[src/verilog/bcc_pkg.sv]
// Package: register map, field layout, reset values and timing of the calendar clock
package bcc_pkg;

	// Calendar time in BCD, one byte per field
	typedef struct packed {
		logic [7:0] cent;
		logic [7:0] year;
		logic [7:0] month;
		logic [7:0] date;
		logic [7:0] wday;
		logic [7:0] hour;
		logic [7:0] min;
		logic [7:0] sec;
	} bcc_time_t;

	// Register page: upper address bits of the clock register block
	localparam logic [10:0] BCC_PAGE_HI = 11'h7ff;

	// Byte addresses of the registers
	localparam logic [14:0] BCC_OFS_STATUS = 15'h7ff0;
	localparam logic [14:0] BCC_OFS_CENT = 15'h7ff1;
	localparam logic [14:0] BCC_OFS_TRIM = 15'h7ff8;
	localparam logic [14:0] BCC_OFS_SEC = 15'h7ff9;
	localparam logic [14:0] BCC_OFS_MIN = 15'h7ffa;
	localparam logic [14:0] BCC_OFS_HOUR = 15'h7ffb;
	localparam logic [14:0] BCC_OFS_WDAY = 15'h7ffc;
	localparam logic [14:0] BCC_OFS_DATE = 15'h7ffd;
	localparam logic [14:0] BCC_OFS_MONTH = 15'h7ffe;
	localparam logic [14:0] BCC_OFS_YEAR = 15'h7fff;

	// Bit positions in the status/control and trim registers
	localparam int BCC_HOLD_BIT = 0;
	localparam int BCC_SET_BIT = 1;
	localparam int BCC_OSC_OFF_BIT = 7;

	// Implemented bits of each register; all others read zero
	localparam logic [7:0] BCC_MASK_STATUS = 8'h03;
	localparam logic [7:0] BCC_MASK_TRIM = 8'hbf;
	localparam logic [7:0] BCC_MASK_SEC = 8'h7f;
	localparam logic [7:0] BCC_MASK_MIN = 8'h7f;
	localparam logic [7:0] BCC_MASK_HOUR = 8'h3f;
	localparam logic [7:0] BCC_MASK_WDAY = 8'h07;
	localparam logic [7:0] BCC_MASK_DATE = 8'h3f;
	localparam logic [7:0] BCC_MASK_MONTH = 8'h1f;
	localparam logic [7:0] BCC_MASK_YEAR = 8'hff;
	localparam logic [7:0] BCC_MASK_CENT = 8'hff;

	// Field limits in BCD
	localparam logic [7:0] BCC_SEC_MAX = 8'h59;
	localparam logic [7:0] BCC_MIN_MAX = 8'h59;
	localparam logic [7:0] BCC_HOUR_MAX = 8'h23;
	localparam logic [7:0] BCC_WDAY_MAX = 8'h07;
	localparam logic [7:0] BCC_MONTH_MAX = 8'h12;
	localparam logic [7:0] BCC_YEAR_MAX = 8'h99;
	localparam logic [7:0] BCC_BCD_ZERO = 8'h00;
	localparam logic [7:0] BCC_BCD_ONE = 8'h01;

	// Values after reset: 00-00-01-01, weekday 1, 00:00:00; oscillator running
	localparam logic [63:0] BCC_TIME_RST = 64'h0000_0101_0100_0000;
	localparam logic [7:0] BCC_TRIM_RST = 8'h00;
	localparam logic [7:0] BCC_STATUS_RST = 8'h00;

	// Crystal edges per second
	localparam int BCC_XTAL_PER_SEC = 32768;

	// Latest refresh after hold release, and its cycle count at 25 MHz
	localparam int BCC_CLK_HZ = 25000000;
	localparam int BCC_REFRESH_MS = 20;
	localparam int BCC_REFRESH_CYC = BCC_REFRESH_MS * (BCC_CLK_HZ / 1000);

endpackage : bcc_pkg
[src/verilog/bcc_clock.sv]
// BCD calendar clock with byte-wide register access sampled on clk
//
// Behaviour
// - Time advances in one-second steps and the calendar stays valid over 9,999 years.
// - Weekday, date, leap years and century rollover are tracked from any set time.
// - Eight BCD time registers are set by host writes and returned by host reads.
// - Reserved bit positions of the clock registers read as zero and do nothing.
// - Freezing the readable registers never stops the running counters.
// - Writing one to the hold bit at 0x7FF0 copies the current time to holding registers.
// - The holding registers stay frozen until zero is written to the hold bit.
// - Within 20 ms of the hold bit going to zero all readable registers refresh together.
// - Writing one to the set bit lets the host write day, date and 24-hour BCD time.
// - The written time is kept as a base time and is the source of the current time.
// - Writing zero to the set bit loads the base time into the counters and resumes.
// - The oscillator-off bit is kept, zero lets the oscillator run, and it starts at zero.
`timescale 1ns/1ns
module bcc_clock #(
	parameter int XTAL_PER_SEC = bcc_pkg::BCC_XTAL_PER_SEC
) (
	input wire logic clk,
	input wire logic reset_n,
	input wire logic [14:0] addr_in,
	input wire logic chip_en_n,
	input wire logic write_en_n,
	input wire logic out_en_n,
	input wire logic [7:0] dq_in,
	output logic [7:0] dq_out,
	output logic dq_oe,
	input wire logic xtal_in
);
	import bcc_pkg::*;

	bcc_time_t cnt_reg;
	bcc_time_t base_reg;
	bcc_time_t hold_reg;
	logic hold_flag_reg;
	logic set_flag_reg;
	logic [7:0] trim_reg;
	logic xtal_s1_reg;
	logic xtal_s2_reg;
	logic xtal_s3_reg;
	logic [14:0] div_reg;
	logic sec_tick_reg;
	logic wr_act_reg;
	logic [14:0] wr_addr_reg;
	logic [7:0] wr_data_reg;
	logic [7:0] dq_out_reg;
	logic dq_oe_reg;
	logic [7:0] rd_next;
	logic wr_act;
	logic commit;
	logic status_wr;
	logic set_load;
	logic time_wr;
	logic osc_off;

	// One BCD step with wrap; a value at or past the top wraps, so stray values recover
	function automatic logic [8:0] bcd_step(input logic [7:0] v, input logic [7:0] top,
		input logic [7:0] low);
		if (v >= top) begin
			return {1'b1, low};
		end else if (v[3:0] == 4'h9) begin
			return {1'b0, v[7:4] + 4'h1, 4'h0};
		end else begin
			return {1'b0, v[7:4], v[3:0] + 4'h1};
		end
	endfunction : bcd_step

	// Two-digit BCD to binary
	function automatic logic [6:0] bcd_bin(input logic [7:0] v);
		return ({3'b000, v[7:4]} * 7'd10) + {3'b000, v[3:0]};
	endfunction : bcd_bin

	// Last date of the current month, leap years by year and century
	function automatic logic [7:0] month_len(input bcc_time_t t);
		logic [6:0] y;
		logic [6:0] c;
		logic leap;
		y = bcd_bin(t.year);
		c = bcd_bin(t.cent);
		leap = (y[1:0] == 2'b00) && ((y != 7'd0) || (c[1:0] == 2'b00));
		case (t.month)
			8'h02: return leap ? 8'h29 : 8'h28;
			8'h04, 8'h06, 8'h09, 8'h11: return 8'h30;
			default: return 8'h31;
		endcase
	endfunction : month_len

	// Full calendar carry chain for one second
	function automatic bcc_time_t next_second(input bcc_time_t t);
		bcc_time_t r;
		logic [8:0] s;
		r = t;
		s = bcd_step(t.sec, BCC_SEC_MAX, BCC_BCD_ZERO);
		r.sec = s[7:0];
		if (s[8]) begin
			s = bcd_step(t.min, BCC_MIN_MAX, BCC_BCD_ZERO);
			r.min = s[7:0];
			if (s[8]) begin
				s = bcd_step(t.hour, BCC_HOUR_MAX, BCC_BCD_ZERO);
				r.hour = s[7:0];
				if (s[8]) begin
					s = bcd_step(t.wday, BCC_WDAY_MAX, BCC_BCD_ONE);
					r.wday = s[7:0];
					s = bcd_step(t.date, month_len(t), BCC_BCD_ONE);
					r.date = s[7:0];
					if (s[8]) begin
						s = bcd_step(t.month, BCC_MONTH_MAX, BCC_BCD_ONE);
						r.month = s[7:0];
						if (s[8]) begin
							s = bcd_step(t.year, BCC_YEAR_MAX, BCC_BCD_ZERO);
							r.year = s[7:0];
							if (s[8]) begin
								// Century 00..99 gives the 9,999-year span
								s = bcd_step(t.cent, BCC_YEAR_MAX, BCC_BCD_ZERO);
								r.cent = s[7:0];
							end
						end
					end
				end
			end
		end
		return r;
	endfunction : next_second

	// True for an address of one of the eight time registers
	function automatic logic is_time_addr(input logic [14:0] a);
		return (a == BCC_OFS_CENT) || (a >= BCC_OFS_SEC);
	endfunction : is_time_addr

	// Bus decode; pins are taken as synchronous, a write lands when it ends
	assign wr_act = !chip_en_n && !write_en_n;
	assign commit = wr_act_reg && !wr_act;
	assign status_wr = commit && (wr_addr_reg == BCC_OFS_STATUS);
	assign set_load = status_wr && set_flag_reg && !wr_data_reg[BCC_SET_BIT];
	assign time_wr = commit && set_flag_reg && is_time_addr(wr_addr_reg);
	assign osc_off = trim_reg[BCC_OSC_OFF_BIT];

	// Track the write strobe and keep the last address and data it carried
	always_ff @(posedge clk) begin
		if (!reset_n) begin
			wr_act_reg <= 1'b0;
			wr_addr_reg <= 15'h0000;
			wr_data_reg <= 8'h00;
		end else begin
			wr_act_reg <= wr_act;
			if (wr_act) begin
				wr_addr_reg <= addr_in;
				wr_data_reg <= dq_in;
			end
		end
	end

	// Hold and set bits of the status/control register
	always_ff @(posedge clk) begin
		if (!reset_n) begin
			hold_flag_reg <= BCC_STATUS_RST[BCC_HOLD_BIT];
			set_flag_reg <= BCC_STATUS_RST[BCC_SET_BIT];
		end else if (status_wr) begin
			hold_flag_reg <= wr_data_reg[BCC_HOLD_BIT];
			set_flag_reg <= wr_data_reg[BCC_SET_BIT];
		end
	end

	// Trim register, writable at any time; oscillator-off bit starts at zero
	always_ff @(posedge clk) begin
		if (!reset_n) begin
			trim_reg <= BCC_TRIM_RST;
		end else if (commit && (wr_addr_reg == BCC_OFS_TRIM)) begin
			trim_reg <= wr_data_reg & BCC_MASK_TRIM;
		end
	end

	// Base time, written only while the set bit is one; reserved bits dropped
	always_ff @(posedge clk) begin
		if (!reset_n) begin
			base_reg <= bcc_time_t'(BCC_TIME_RST);
		end else if (time_wr) begin
			case (wr_addr_reg)
				BCC_OFS_SEC: base_reg.sec <= wr_data_reg & BCC_MASK_SEC;
				BCC_OFS_MIN: base_reg.min <= wr_data_reg & BCC_MASK_MIN;
				BCC_OFS_HOUR: base_reg.hour <= wr_data_reg & BCC_MASK_HOUR;
				BCC_OFS_WDAY: base_reg.wday <= wr_data_reg & BCC_MASK_WDAY;
				BCC_OFS_DATE: base_reg.date <= wr_data_reg & BCC_MASK_DATE;
				BCC_OFS_MONTH: base_reg.month <= wr_data_reg & BCC_MASK_MONTH;
				BCC_OFS_YEAR: base_reg.year <= wr_data_reg & BCC_MASK_YEAR;
				BCC_OFS_CENT: base_reg.cent <= wr_data_reg & BCC_MASK_CENT;
				default: base_reg <= base_reg;
			endcase
		end
	end

	// Crystal input: two-stage synchroniser, third stage for edge detect
	always_ff @(posedge clk) begin
		if (!reset_n) begin
			xtal_s1_reg <= 1'b0;
			xtal_s2_reg <= 1'b0;
			xtal_s3_reg <= 1'b0;
		end else begin
			xtal_s1_reg <= xtal_in;
			xtal_s2_reg <= xtal_s1_reg;
			xtal_s3_reg <= xtal_s2_reg;
		end
	end

	// Crystal divider; stalls while the oscillator is switched off
	always_ff @(posedge clk) begin
		if (!reset_n) begin
			div_reg <= 15'h0000;
			sec_tick_reg <= 1'b0;
		end else begin
			sec_tick_reg <= 1'b0;
			if (xtal_s2_reg && !xtal_s3_reg && !osc_off) begin
				if (div_reg == 15'(XTAL_PER_SEC - 1)) begin
					div_reg <= 15'h0000;
					sec_tick_reg <= 1'b1;
				end else begin
					div_reg <= div_reg + 15'h0001;
				end
			end
		end
	end

	// Running counters; a load from the base time beats a tick in the same cycle
	always_ff @(posedge clk) begin
		if (!reset_n) begin
			cnt_reg <= bcc_time_t'(BCC_TIME_RST);
		end else if (set_load) begin
			cnt_reg <= base_reg;
		end else if (sec_tick_reg) begin
			cnt_reg <= next_second(cnt_reg);
		end
	end

	// Readable copy follows every cycle unless frozen, so release refreshes at once
	always_ff @(posedge clk) begin
		if (!reset_n) begin
			hold_reg <= bcc_time_t'(BCC_TIME_RST);
		end else if (!hold_flag_reg) begin
			hold_reg <= cnt_reg;
		end
	end

	// Read data mux over the register page
	always_comb begin
		case (addr_in)
			BCC_OFS_STATUS: rd_next = {6'b000000, set_flag_reg, hold_flag_reg};
			BCC_OFS_TRIM: rd_next = trim_reg;
			BCC_OFS_SEC: rd_next = hold_reg.sec & BCC_MASK_SEC;
			BCC_OFS_MIN: rd_next = hold_reg.min & BCC_MASK_MIN;
			BCC_OFS_HOUR: rd_next = hold_reg.hour & BCC_MASK_HOUR;
			BCC_OFS_WDAY: rd_next = hold_reg.wday & BCC_MASK_WDAY;
			BCC_OFS_DATE: rd_next = hold_reg.date & BCC_MASK_DATE;
			BCC_OFS_MONTH: rd_next = hold_reg.month & BCC_MASK_MONTH;
			BCC_OFS_YEAR: rd_next = hold_reg.year & BCC_MASK_YEAR;
			BCC_OFS_CENT: rd_next = hold_reg.cent & BCC_MASK_CENT;
			default: rd_next = 8'h00;
		endcase
	end

	// Drive the data pins one cycle after a read of the register page
	always_ff @(posedge clk) begin
		if (!reset_n) begin
			dq_out_reg <= 8'h00;
			dq_oe_reg <= 1'b0;
		end else begin
			dq_out_reg <= rd_next;
			dq_oe_reg <= !chip_en_n && !out_en_n && write_en_n && (addr_in[14:4] == BCC_PAGE_HI);
		end
	end

	assign dq_out = dq_out_reg;
	assign dq_oe = dq_oe_reg;

	// Checks on the counting and access paths
	sec_range_a: assert property (@(posedge clk) disable iff (!reset_n)
		(cnt_reg.sec <= BCC_SEC_MAX) && (cnt_reg.hour <= BCC_HOUR_MAX))
		else $error("running time out of range");
	sec_wrap_a: assert property (@(posedge clk) disable iff (!reset_n)
		sec_tick_reg && !set_load && (cnt_reg.sec == BCC_SEC_MAX) |=>
		(cnt_reg.sec == BCC_BCD_ZERO) && (cnt_reg.min != $past(cnt_reg.min)))
		else $error("seconds did not carry into minutes");
	hold_capture_a: assert property (@(posedge clk) disable iff (!reset_n)
		$rose(hold_flag_reg) |-> hold_reg == $past(cnt_reg))
		else $error("hold did not capture current time");
	hold_frozen_a: assert property (@(posedge clk) disable iff (!reset_n)
		hold_flag_reg && $past(hold_flag_reg) |-> $stable(hold_reg))
		else $error("holding registers changed while frozen");
	hold_refresh_a: assert property (@(posedge clk) disable iff (!reset_n)
		$fell(hold_flag_reg) |=> hold_reg == $past(cnt_reg))
		else $error("readable registers not refreshed after release");
	run_while_held_a: assert property (@(posedge clk) disable iff (!reset_n)
		sec_tick_reg && hold_flag_reg && !set_load |=> cnt_reg != $past(cnt_reg))
		else $error("counters stopped while frozen");
	ignore_write_a: assert property (@(posedge clk) disable iff (!reset_n)
		commit && !set_flag_reg |=> $stable(base_reg))
		else $error("base time changed with set bit clear");
	base_load_a: assert property (@(posedge clk) disable iff (!reset_n)
		set_load |=> cnt_reg == $past(base_reg))
		else $error("base time not loaded on set release");
	osc_stop_a: assert property (@(posedge clk) disable iff (!reset_n)
		osc_off && $past(osc_off) |-> !sec_tick_reg && $stable(div_reg))
		else $error("divider ran with oscillator off");
	reserved_zero_a: assert property (@(posedge clk) disable iff (!reset_n)
		(hold_reg.hour[7:6] == 2'b00) && (hold_reg.wday[7:3] == 5'b00000))
		else $error("reserved clock bits not zero");
	read_drive_a: assert property (@(posedge clk) disable iff (!reset_n)
		!chip_en_n && !out_en_n && write_en_n && (addr_in == BCC_OFS_SEC) |=>
		dq_oe && (dq_out == ($past(hold_reg.sec) & BCC_MASK_SEC)))
		else $error("seconds read not returned");

endmodule : bcc_clock

[config.mk]
export PLATFORM = sky130hd
export DESIGN_NAME = bcc_clock
export DESIGN_NICKNAME = d
export VERILOG_FILES = /design/src/verilog/bcc_pkg.sv /design/src/verilog/bcc_clock.sv
export SDC_FILE = /design/constraint.sdc
export NUM_CORES = 1
export LEC_CHECK = 0
export ABC_AREA = 1
export BUFFER_PORTS_ARGS = -buffer_cell sky130_fd_sc_hd__buf_4
export CORE_ASPECT_RATIO = 0.6
export CORE_MARGIN = 2
export CORE_UTILIZATION = 55
export DETAILED_ROUTE_END_ITERATION = 6
export PLACE_DENSITY_LB_ADDON = 0.15
export SYNTH_ARGS = -nofsm -noshare
export SYNTH_HDL_FRONTEND = slang
export SYNTH_SLANG_ARGS = --single-unit
[constraint.sdc]
create_clock -name clk -period 9.5 [get_ports clk]
set_clock_uncertainty 0.2 [all_clocks]
set_input_delay 0.95 -clock clk [delete_from_list [all_inputs] [get_ports clk]]
set_output_delay 0.95 -clock clk [all_outputs]
set_load 0.03 [all_outputs]
---- Word level (Yosys, flattened, before mapping) ----
Cells that the tools add are included.
Widths: inputs -> output; s select.
word-level totals
  flip-flop bits (word level) ............. 225
  input port bits ......................... 29
  logic and storage cells ................. 243
  output and inout port bits .............. 9
cells by class
  add/sub/neg operators ................... 19
  equal/unequal tests ..................... 41
  order comparisons ....................... 9
  reduce and logical (&&, ||, !) cells .... 59
  muxes and demuxes ....................... 68
  multiply operators ...................... 2
operators by type and width
  cell                   count
  $mux 9                 39
  $eq 15x15->1 const B   21
  $mux 8                 17
  $mux 64                2
  $pmux 8 s10            1
  $add 4x1->4 const B    16
  $mux 56                1
  $mux 48                1
  $mux 40                1
  $eq 4x4->1 const B     8
  $mux 24                1
  $ne 4x1->1 const B     6
  $reduce_and 2->1       11
  $eq 8x3->1 const B     2
  $ge 8x7->1 const B     2
  $ge 8x8->1 const B     2
  $mux 16                1
  $add 15x1->15 const B  1
  $ge 15x15->1 const B   1
  $mux 15                1
  $reduce_and 5->1       3
  $logic_and 1x1->1      14
  $reduce_and 7->1       2
  $reduce_bool 2->1      7
  other kinds (24)       37

---- Depth between registers and ports, before layout ----
Gate-level depths: netlist of the first run.
  word-level depth ........................ 55
  depth in mapped cells ................... 25
  gate-level depth less buffers ........... 24

---- Worst setup path after synthesis of the first run ----
No wires, ideal clock.
  path type ............................... reg-to-reg
  from .................................... reg cnt_reg[55] in the netlist's numbering
  to ...................................... reg cnt_reg[53] in the netlist's numbering
  cell stages (with the launch flop) ...... 22
  data required time ...................... 9185 ps
  slack ................................... 6340 ps
  clock period less this slack ............ 3160 ps
  buffers on the path ..................... 1
  arrival ................................. 2845 ps
  setup time .............................. 115 ps
  path through ............................ dfxtp_1 ha_1 ha_1 inv_1 fa_1 inv_1 nand3_1 nand2_1 o211ai_1 nand2_1 o21ai_0 ha_1 nand3_1 nor2_1 nor2_1 nand2_2 nand2_4 nor2_8 buf_6 nand3_1 nand2_1 nor2_1
on the way
  longest elaborated chain between the ends .. 23
  elaborated cells on any way between the ends .. 41
  those cells by class .................... add/sub (1); mul (1); order compare (2); eq/ne (1); mux (31); reduce/logical (5)
ends and longest elaborated chain
  item                                line              source
  start: declaration                  bcc_clock.sv:33   bcc_time_t cnt_reg;
  start signal: assignment            bcc_clock.sv:227  cnt_reg <= bcc_time_t'(BCC_TIME_RST);
  start signal: assignment            bcc_clock.sv:229  cnt_reg <= base_reg;
  start signal: assignment            bcc_clock.sv:231  cnt_reg <= next_second(cnt_reg);
  $mul 4x3->6                         bcc_clock.sv:71   return ({3'b000, v[7:4]} * 7'd10) + {3'b000, v[3:0]};
  $add 7x4->7                         bcc_clock.sv:71
  $reduce_bool 7->1                   bcc_clock.sv:81   leap = (y[1:0] == 2'b00) && ((y != 7'd0) || (c[1:0] == 2'b00));
  $logic_or 1x1->1                    bcc_clock.sv:81
  $logic_and 1x1->1                   bcc_clock.sv:81
  $mux 1                              bcc_clock.sv:83   8'h02: return leap ? 8'h29 : 8'h28;
  $pmux 5 s2                          bcc_clock.sv:82   case (t.month)
  $mux 8                              bcc_clock.sv:102  if (s[8]) begin
  [7 not listed]                      n/a
  $mux 9                              bcc_clock.sv:102
  $mux 9                              bcc_clock.sv:99   if (s[8]) begin
  $mux 9                              bcc_clock.sv:96   if (s[8]) begin
  $mux 9                              bcc_clock.sv:230  end else if (sec_tick_reg) begin
  $mux 9                              bcc_clock.sv:228  end else if (set_load) begin
  $mux 9                              bcc_clock.sv:226  if (!reset_n) begin
  $reduce_bool 2->1 (no source line)  n/a
  $reduce_and 7->1 (no source line)   n/a
Parallel ways exist; a longest one is shown, timed or not. The select of a mux whose other input is x is not followed.
A chain may end at the register's enable or synchronous reset.

---- Worst setup path after layout of the first run ----
  from .................................... reg cnt_reg[53] in the netlist's numbering
  to ...................................... reg cnt_reg[45] in the netlist's numbering
on the way
  longest elaborated chain between the ends .. 23
ends and longest elaborated chain
  item                                line
  $mul 4x3->6                         bcc_clock.sv:71
  $add 7x4->7                         bcc_clock.sv:71
  $reduce_bool 7->1                   bcc_clock.sv:81
  $logic_or 1x1->1                    bcc_clock.sv:81
  $logic_and 1x1->1                   bcc_clock.sv:81
  $mux 1                              bcc_clock.sv:83
  $pmux 5 s2                          bcc_clock.sv:82
  $mux 8                              bcc_clock.sv:102
  [7 not listed]                      n/a
  $mux 9                              bcc_clock.sv:102
  $mux 9                              bcc_clock.sv:99
  $mux 9                              bcc_clock.sv:96
  $mux 9                              bcc_clock.sv:230
  $mux 9                              bcc_clock.sv:228
  $mux 9                              bcc_clock.sv:226
  $reduce_bool 2->1 (no source line)  n/a
  $reduce_and 6->1 (no source line)   n/a
No other way between the ends. The select of a mux whose other input is x is not followed.

==> metrics.yaml, run 1 <==
outcome: "finished clean"
dr.pass1.iters: 5
period_needed_ns: 3.825
postRouteAntennaNets: 0
largest_reg_flops: 64
syn_inst: 1516
yosys_warnings: 0
grt_start_max_net_pins: 95
grt_antenna_before_repair: 0
drc: 0
syn_nets: 1580
grt_pass1_vias: 8855
slew_headroom_pct: 17.15
viasPerCell: 5.534
grt_setup_unrepaired: "no"
totalPowerFinal_mw: 1.945
peakVddDrop_mv: 0.1415
maxCapViolCount: 0
path_max_fanout: 8
htreeDepth: 1
holdWs_ns: 0.2128
area_growth_syn_to_layout_pct: 10.75
crit_type: "reg2reg"
synth_edf_count: 0
dp_hpwl_um: 21870
setup_viol: 0
die_y_um: 112.3
insertion_delay_ns: 0.51
gr-total-overflow: 0
cts_tree: "built"
min_path_type: "reg2reg"
drive_gt1_share_pct: 6.441
required_ns: 9.71
cts_setup_buffers: 0
numCtsBuffers: 22
power.density_mw_per_mm2: 163.3
end_kind: "flop"
fp-row-count: 39
grt_pass1_wl_um: 48440
async_flop_share_pct: 0
tns_ns: 0
boundaryPins: 38
cts_sinks: 225
die_x_um: 184.5
period_share_pct: 40.27
yosys_most_used_dff: "dfxtp_1"
p_leak_nw: 5.098
final-hold-violation-count: 0
gr-usage-all-layers_pct: 29.83
netlist_area_mm2: 0.01075
clkTransAtPathRegs_ns: 0.07
ys_ff_latch: 225
antenna_cells: 0
clk_path_buf_depth: 3
tightest_slew_ns: 1.231
num-nets-final: 1585
synthDistinctLibCells: 43
coreArea_mm2: 0.01908
mostFrequentLayoutCells: "228 x nand2_1, 224 x dfxtp_1, 196 x o21ai_0"
wire_per_inst_um: 16.92
dieArea_mm2: 0.02072
syn_area_per_cell_um2: 7.094
vias: 9977
cts_resized: 0
routed_wl_um: 30500
crit_arrival_ns: 4.04
mostFrequentLayoutCell: "nand2_1"
io_buffer_count: 37
clockRootBuffer: "clkbuf_16"
cts_hold_buf: 0
place.gp.congestion: 0.9024
drt_iter0_markers: 1067
critPathLaunchType: "flop"
num-fill-cells: 1767
start_util_pct: 56.36
fmax_mhz: 261.4
slew_violations: 0
ys_seq_area_share_pct: 41.88
==> cells in the mapped netlist (16+ instances only) <==
| cell | instances | area [um2] |
|---|---|---|
| nand2_1 | 228 | 855.8 |
| dfxtp_1 | 225 | 4504 |
| o21ai_0 | 196 | 980.9 |
| inv_1 | 194 | 728.2 |
| nor2_1 | 190 | 713.2 |
| a21oi_1 | 158 | 790.8 |
| nand3_1 | 73 | 365.4 |
| clkbuf_1 | 44 | 165.2 |
| ha_1 | 33 | 412.9 |
| nand4_1 | 31 | 193.9 |
| a211oi_1 | 17 | 127.6 |
| nor3_1 | 16 | 80.08 |
==> worst max-delay path, cell delays in order, from the launching register on <==
cell      delay [ns]
dfxtp_1         0.59
ha_1            0.31
ha_1            0.20
inv_1           0.08
fa_1            0.41
inv_1           0.09
nand3_1         0.08
nand2_1         0.06
o211ai_1        0.08
nand2_1         0.12
o21ai_0         0.09
ha_1            0.30
nand3_1         0.08
nor2_1          0.09
nor2_1          0.08
nand2_2         0.15
nand3_1         0.27
nor2_1          0.26
nand2_1         0.07
nand2_1         0.06
nor2_1          0.04
==> metal layers <==
| layer | global-route usage (%) | routed length [um] | up-vias |
|---|---|---|---|
| met5 | 0 | 0 | - |
| met4 | 5.973 | 539 | 0 |
| met3 | 9.377 | 4019 | 38 |
| met2 | 38.30 | 11070 | 436 |
| met1 | 47.59 | 14870 | 4494 |
| li1 | - | - | 5009 |
==> area by class of cell <==
type                            instances  area [um2]  area share [%]
Multi-Input combinational cell       1030        5235           43.95
Sequential cell                       225        4506           37.83
Inverter                              200       750.7           6.303
Clock buffer                           34       686.9           5.767
Tap cell                              266       332.8           2.794
Timing Repair Buffer                   42       315.3           2.647
Clock inverter                          6       83.83          0.7039
==> path summary, 6_finish.rpt <==
path                             startpoint          end  slack, ns  cells after the start
worst max-delay path            cnt_reg[53]  cnt_reg[45]       5.67                     20
worst min-delay path            xtal_s1_reg  xtal_s2_reg       0.21                      2
worst max register to register  cnt_reg[53]  cnt_reg[45]       5.67                     20
worst min register to register  xtal_s1_reg  xtal_s2_reg       0.21                      2
==> power by group <==
part	switching [mW]	total [mW]	internal, mW
clock network	0.372	0.924	0.552
logic	0.0460	0.0637	0.0177
registers	0.00604	0.957	0.951
total	0.424	1.94	1.52
==> logic make-up after synthesis <==
family / count (synthesis) / share of synthesized area (%)
AO/OA/AOI/OAI: 402 / 19.63
XOR/XNOR: 22 / 1.792
adder cells (fa/ha/maj): 35 / 4.212
buffers and inverters: 261 / 9.436
flip-flops: 225 / 41.88
AND/OR/NAND/NOR: 571 / 23.05
==> through the flow <==
| stage | utilization [%] | setup WS (ns) | cell area (um2) | instances |
|---|---|---|---|---|
| floorplan | - | 6.340 | 10750 | 1516 |
| global placement | 58.38 | 5.422 | 11140 | 1763 |
| CTS | 62.42 | 5.737 | 11910 | 1803 |
| finish | 62.42 | 5.675 | 11910 | 1803 |
| global route | 62.42 | 5.342 | 11910 | 1803 |
| detailed placement | 58.38 | 5.370 | 11140 | 1763 |
(Power assumes the default switching activity.)
==> run 2: changes to the inputs <==
- clock period: 9.5 -> 3.45 ns (I/O delays scaled with it)
==> run 2 against run 1 <==
  * Final cell count rose by 2.7%
  * Combinational power rose to 3.3 times the previous value
  * Global-route usage rose by 0.89 points
  * Die area did not move
  * Sequential power rose to 2.8 times the previous value
  * Non-clock buffer count rose by 47
  * Final area rose by 4.6%
  * Largest cell class unchanged
  * Highest routed layer unchanged
  * Largest power group unchanged
  * Via count rose by 3.3%
  * Sequential share of layout area fell by 1.6 points
  * Critical path type unchanged
==> metrics.yaml, run 2 (synthesis gave the netlist of run 1 again) <==
outcome: "finished clean"
crit_arrival_ns: 3.61  # -0.43 ns
drive_gt1_share_pct: 9.401  # +3.0 points
p_leak_nw: 5.295  # +3.9%
fp-row-count: 39  # unchanged
wire_per_inst_um: 17.14  # +1.3%
slowest_stage: "fa_2"
utilization_pct: 65.32  # +2.9 points
insertion_delay_ns: 0.52  # about the same
postRouteAntennaNets: 0  # unchanged
grt_start_max_net_pins: 90  # -5.3%
gr-total-overflow: 0  # unchanged
setup_viol: 0  # unchanged
min_from: "addr_in[3]"
multi_input_area_mm2: 0.005391  # +3.0%
period_share_pct: 99.38  # +59 points
cts_sinks: 225  # unchanged
place.gp.congestion: 0.9610  # +6.5%
crit_type: "reg2reg"
holdPathStages: 3  # +1
num-nets-final: 1633  # +3.0%
power.density_mw_per_mm2: 423.3  # +160%
final-hold-violation-count: 0  # unchanged
numCtsBuffers: 22  # unchanged
path_max_fanout: 7  # -1
die_x_um: 184.5  # unchanged
peakVddDrop_mv: 0.3588  # +150%
required_ns: 3.63  # -6.08 ns
mostFrequentLayoutCell: "nand2_1"
mostFrequentLayoutCells: "225 x nand2_1, 221 x dfxtp_1, 195 x o21ai_0"
period_needed_ns: 3.429  # -0.3966 ns
crit_top_cell: "ha_4"
path_cells: "ha_4, ha_4, inv_2, fa_2, xor2_1, inv_1, nor3_2, o211ai_1, nand2_1, o21ai_1, ha_2, nand3_2, nor2_2, nor2_4, nand2_4, nand2_8, buf_4, o21ai_0, a21oi_1"
htreeDepth: 1  # unchanged
r2r_cells: 19  # -5.0%
dieArea_mm2: 0.02072  # unchanged
die_y_um: 112.3  # unchanged
tightest_slew_ns: 0.9079  # -0.3234 ns
critPathLaunchType: "flop"
grt_pass1_wl_um: 49720  # +2.6%
coreArea_mm2: 0.01908  # unchanged
drt_iter0_markers: 1057  # -0.94%
routed_wl_um: 31730  # +4.0%
gr-usage-all-layers_pct: 30.72  # +0.89 points
boundaryPins: 38  # unchanged
grt_setup_unrepaired: "yes"
slew_violations: 0  # unchanged
largest_reg_flops: 64  # unchanged
clk_path_buf_depth: 3  # unchanged
grt_antenna_before_repair: 0  # unchanged
grt_pass1_vias: 9014  # +1.8%
min_path_type: "in2reg"
viasPerCell: 5.569  # +0.65%
dr.pass1.iters: 5  # unchanged
vias: 10310  # +3.3%
antenna_cells: 0  # unchanged
worstReg2RegStart: "cnt_reg[53]"
ff_latch_area_mm2: 0.004509  # about the same
clockRootBuffer: "clkbuf_16"
start_util_pct: 56.36  # unchanged
fmax_mhz: 291.7  # +12%
dp_hpwl_um: 22720  # +3.9%
holdWs_ns: 0.05007  # -0.1627 ns
cts_tree: "built"
io_buffer_count: 37  # unchanged
end_kind: "flop"
slew_headroom_pct: 38.83  # +22 points
clkTransAtPathRegs_ns: 0.07  # about the same
maxCapViolCount: 0  # unchanged
critPathLaunch: "cnt_reg[53]"
drc: 0  # unchanged
num-fill-cells: 1714  # -3.0%
area_growth_syn_to_layout_pct: 15.89
critPathMaxStageDelay_ns: 0.36  # -0.23 ns
==> run 2: final cells by class <==
cell class              count  share of cell area (%)
inverters                 200                   6.023
clock inverters            10                  0.7630
clock buffers              30                   5.140
well taps                 266                   2.670
repair buffers             89                   5.963
flip-flops and latches    225                   36.18
multi-input cells        1031                   43.26
==> run 2: worst paths after layout <==
kind | endpoint | slack [ns]
worst max-delay path | cnt_reg[48] | 0.02
worst min-delay path | wr_addr_reg[3] | 0.05
worst max register to register | cnt_reg[48] | 0.02
worst min register to register | xtal_s2_reg | 0.22
==> run 2: power breakdown <==
part	internal [mW]	leakage (nW)	switching, mW
clock	1.39	0.362	1.05
sequential	2.62	1.82	0.0174
combinational	0.0730	3.11	0.135
==> run 2: critical path, delay by kind of cell (launching register included) <==
kind,cells,cell delay (ns)
buf+inv,3,0.30
fa+ha+maj,4,1.07
xor+xnor,1,0.16
compound gates,4,0.44
flops,1,0.34
simple gates,7,0.78
==> run 2: metal layers <==
layer | track usage, % | vias to the layer above | wire (um)
met3 | 12.36 | 42 | 4332
met4 | 5.013 | 0 | 520
li1 | - | 5102 | -
met5 | 0 | - | 0
met2 | 38.97 | 489 | 11590
met1 | 48.09 | 4676 | 15290
==> run 2: stage by stage <==
| stage | instance area [um2] | total power [mW] | setup TNS [ns] | cells | worst slack (ns) |
|---|---|---|---|---|---|
| global placement | 11250 | 2.866 | 0 | 1778 | 0.1805 |
| floorplan | 10750 | 2.787 | 0 | 1516 | 0.2901 |
| finish | 12460 | 5.276 | 0 | 1851 | 0.02132 |
| global route | 12460 | 5.437 | -1.598 | 1851 | -0.1125 |
| CTS | 12290 | 5.294 | 0 | 1848 | 0.04619 |
| detailed placement | 11250 | 2.867 | 0 | 1778 | 0.07815 |
==> run 2: timing repair <==
action	CTS	global route
endpoints found under the setup margin	0	31
hold buffers	30	0
resized for setup	0	38
buffers inserted	0	2
hold endpoints to repair	27	0
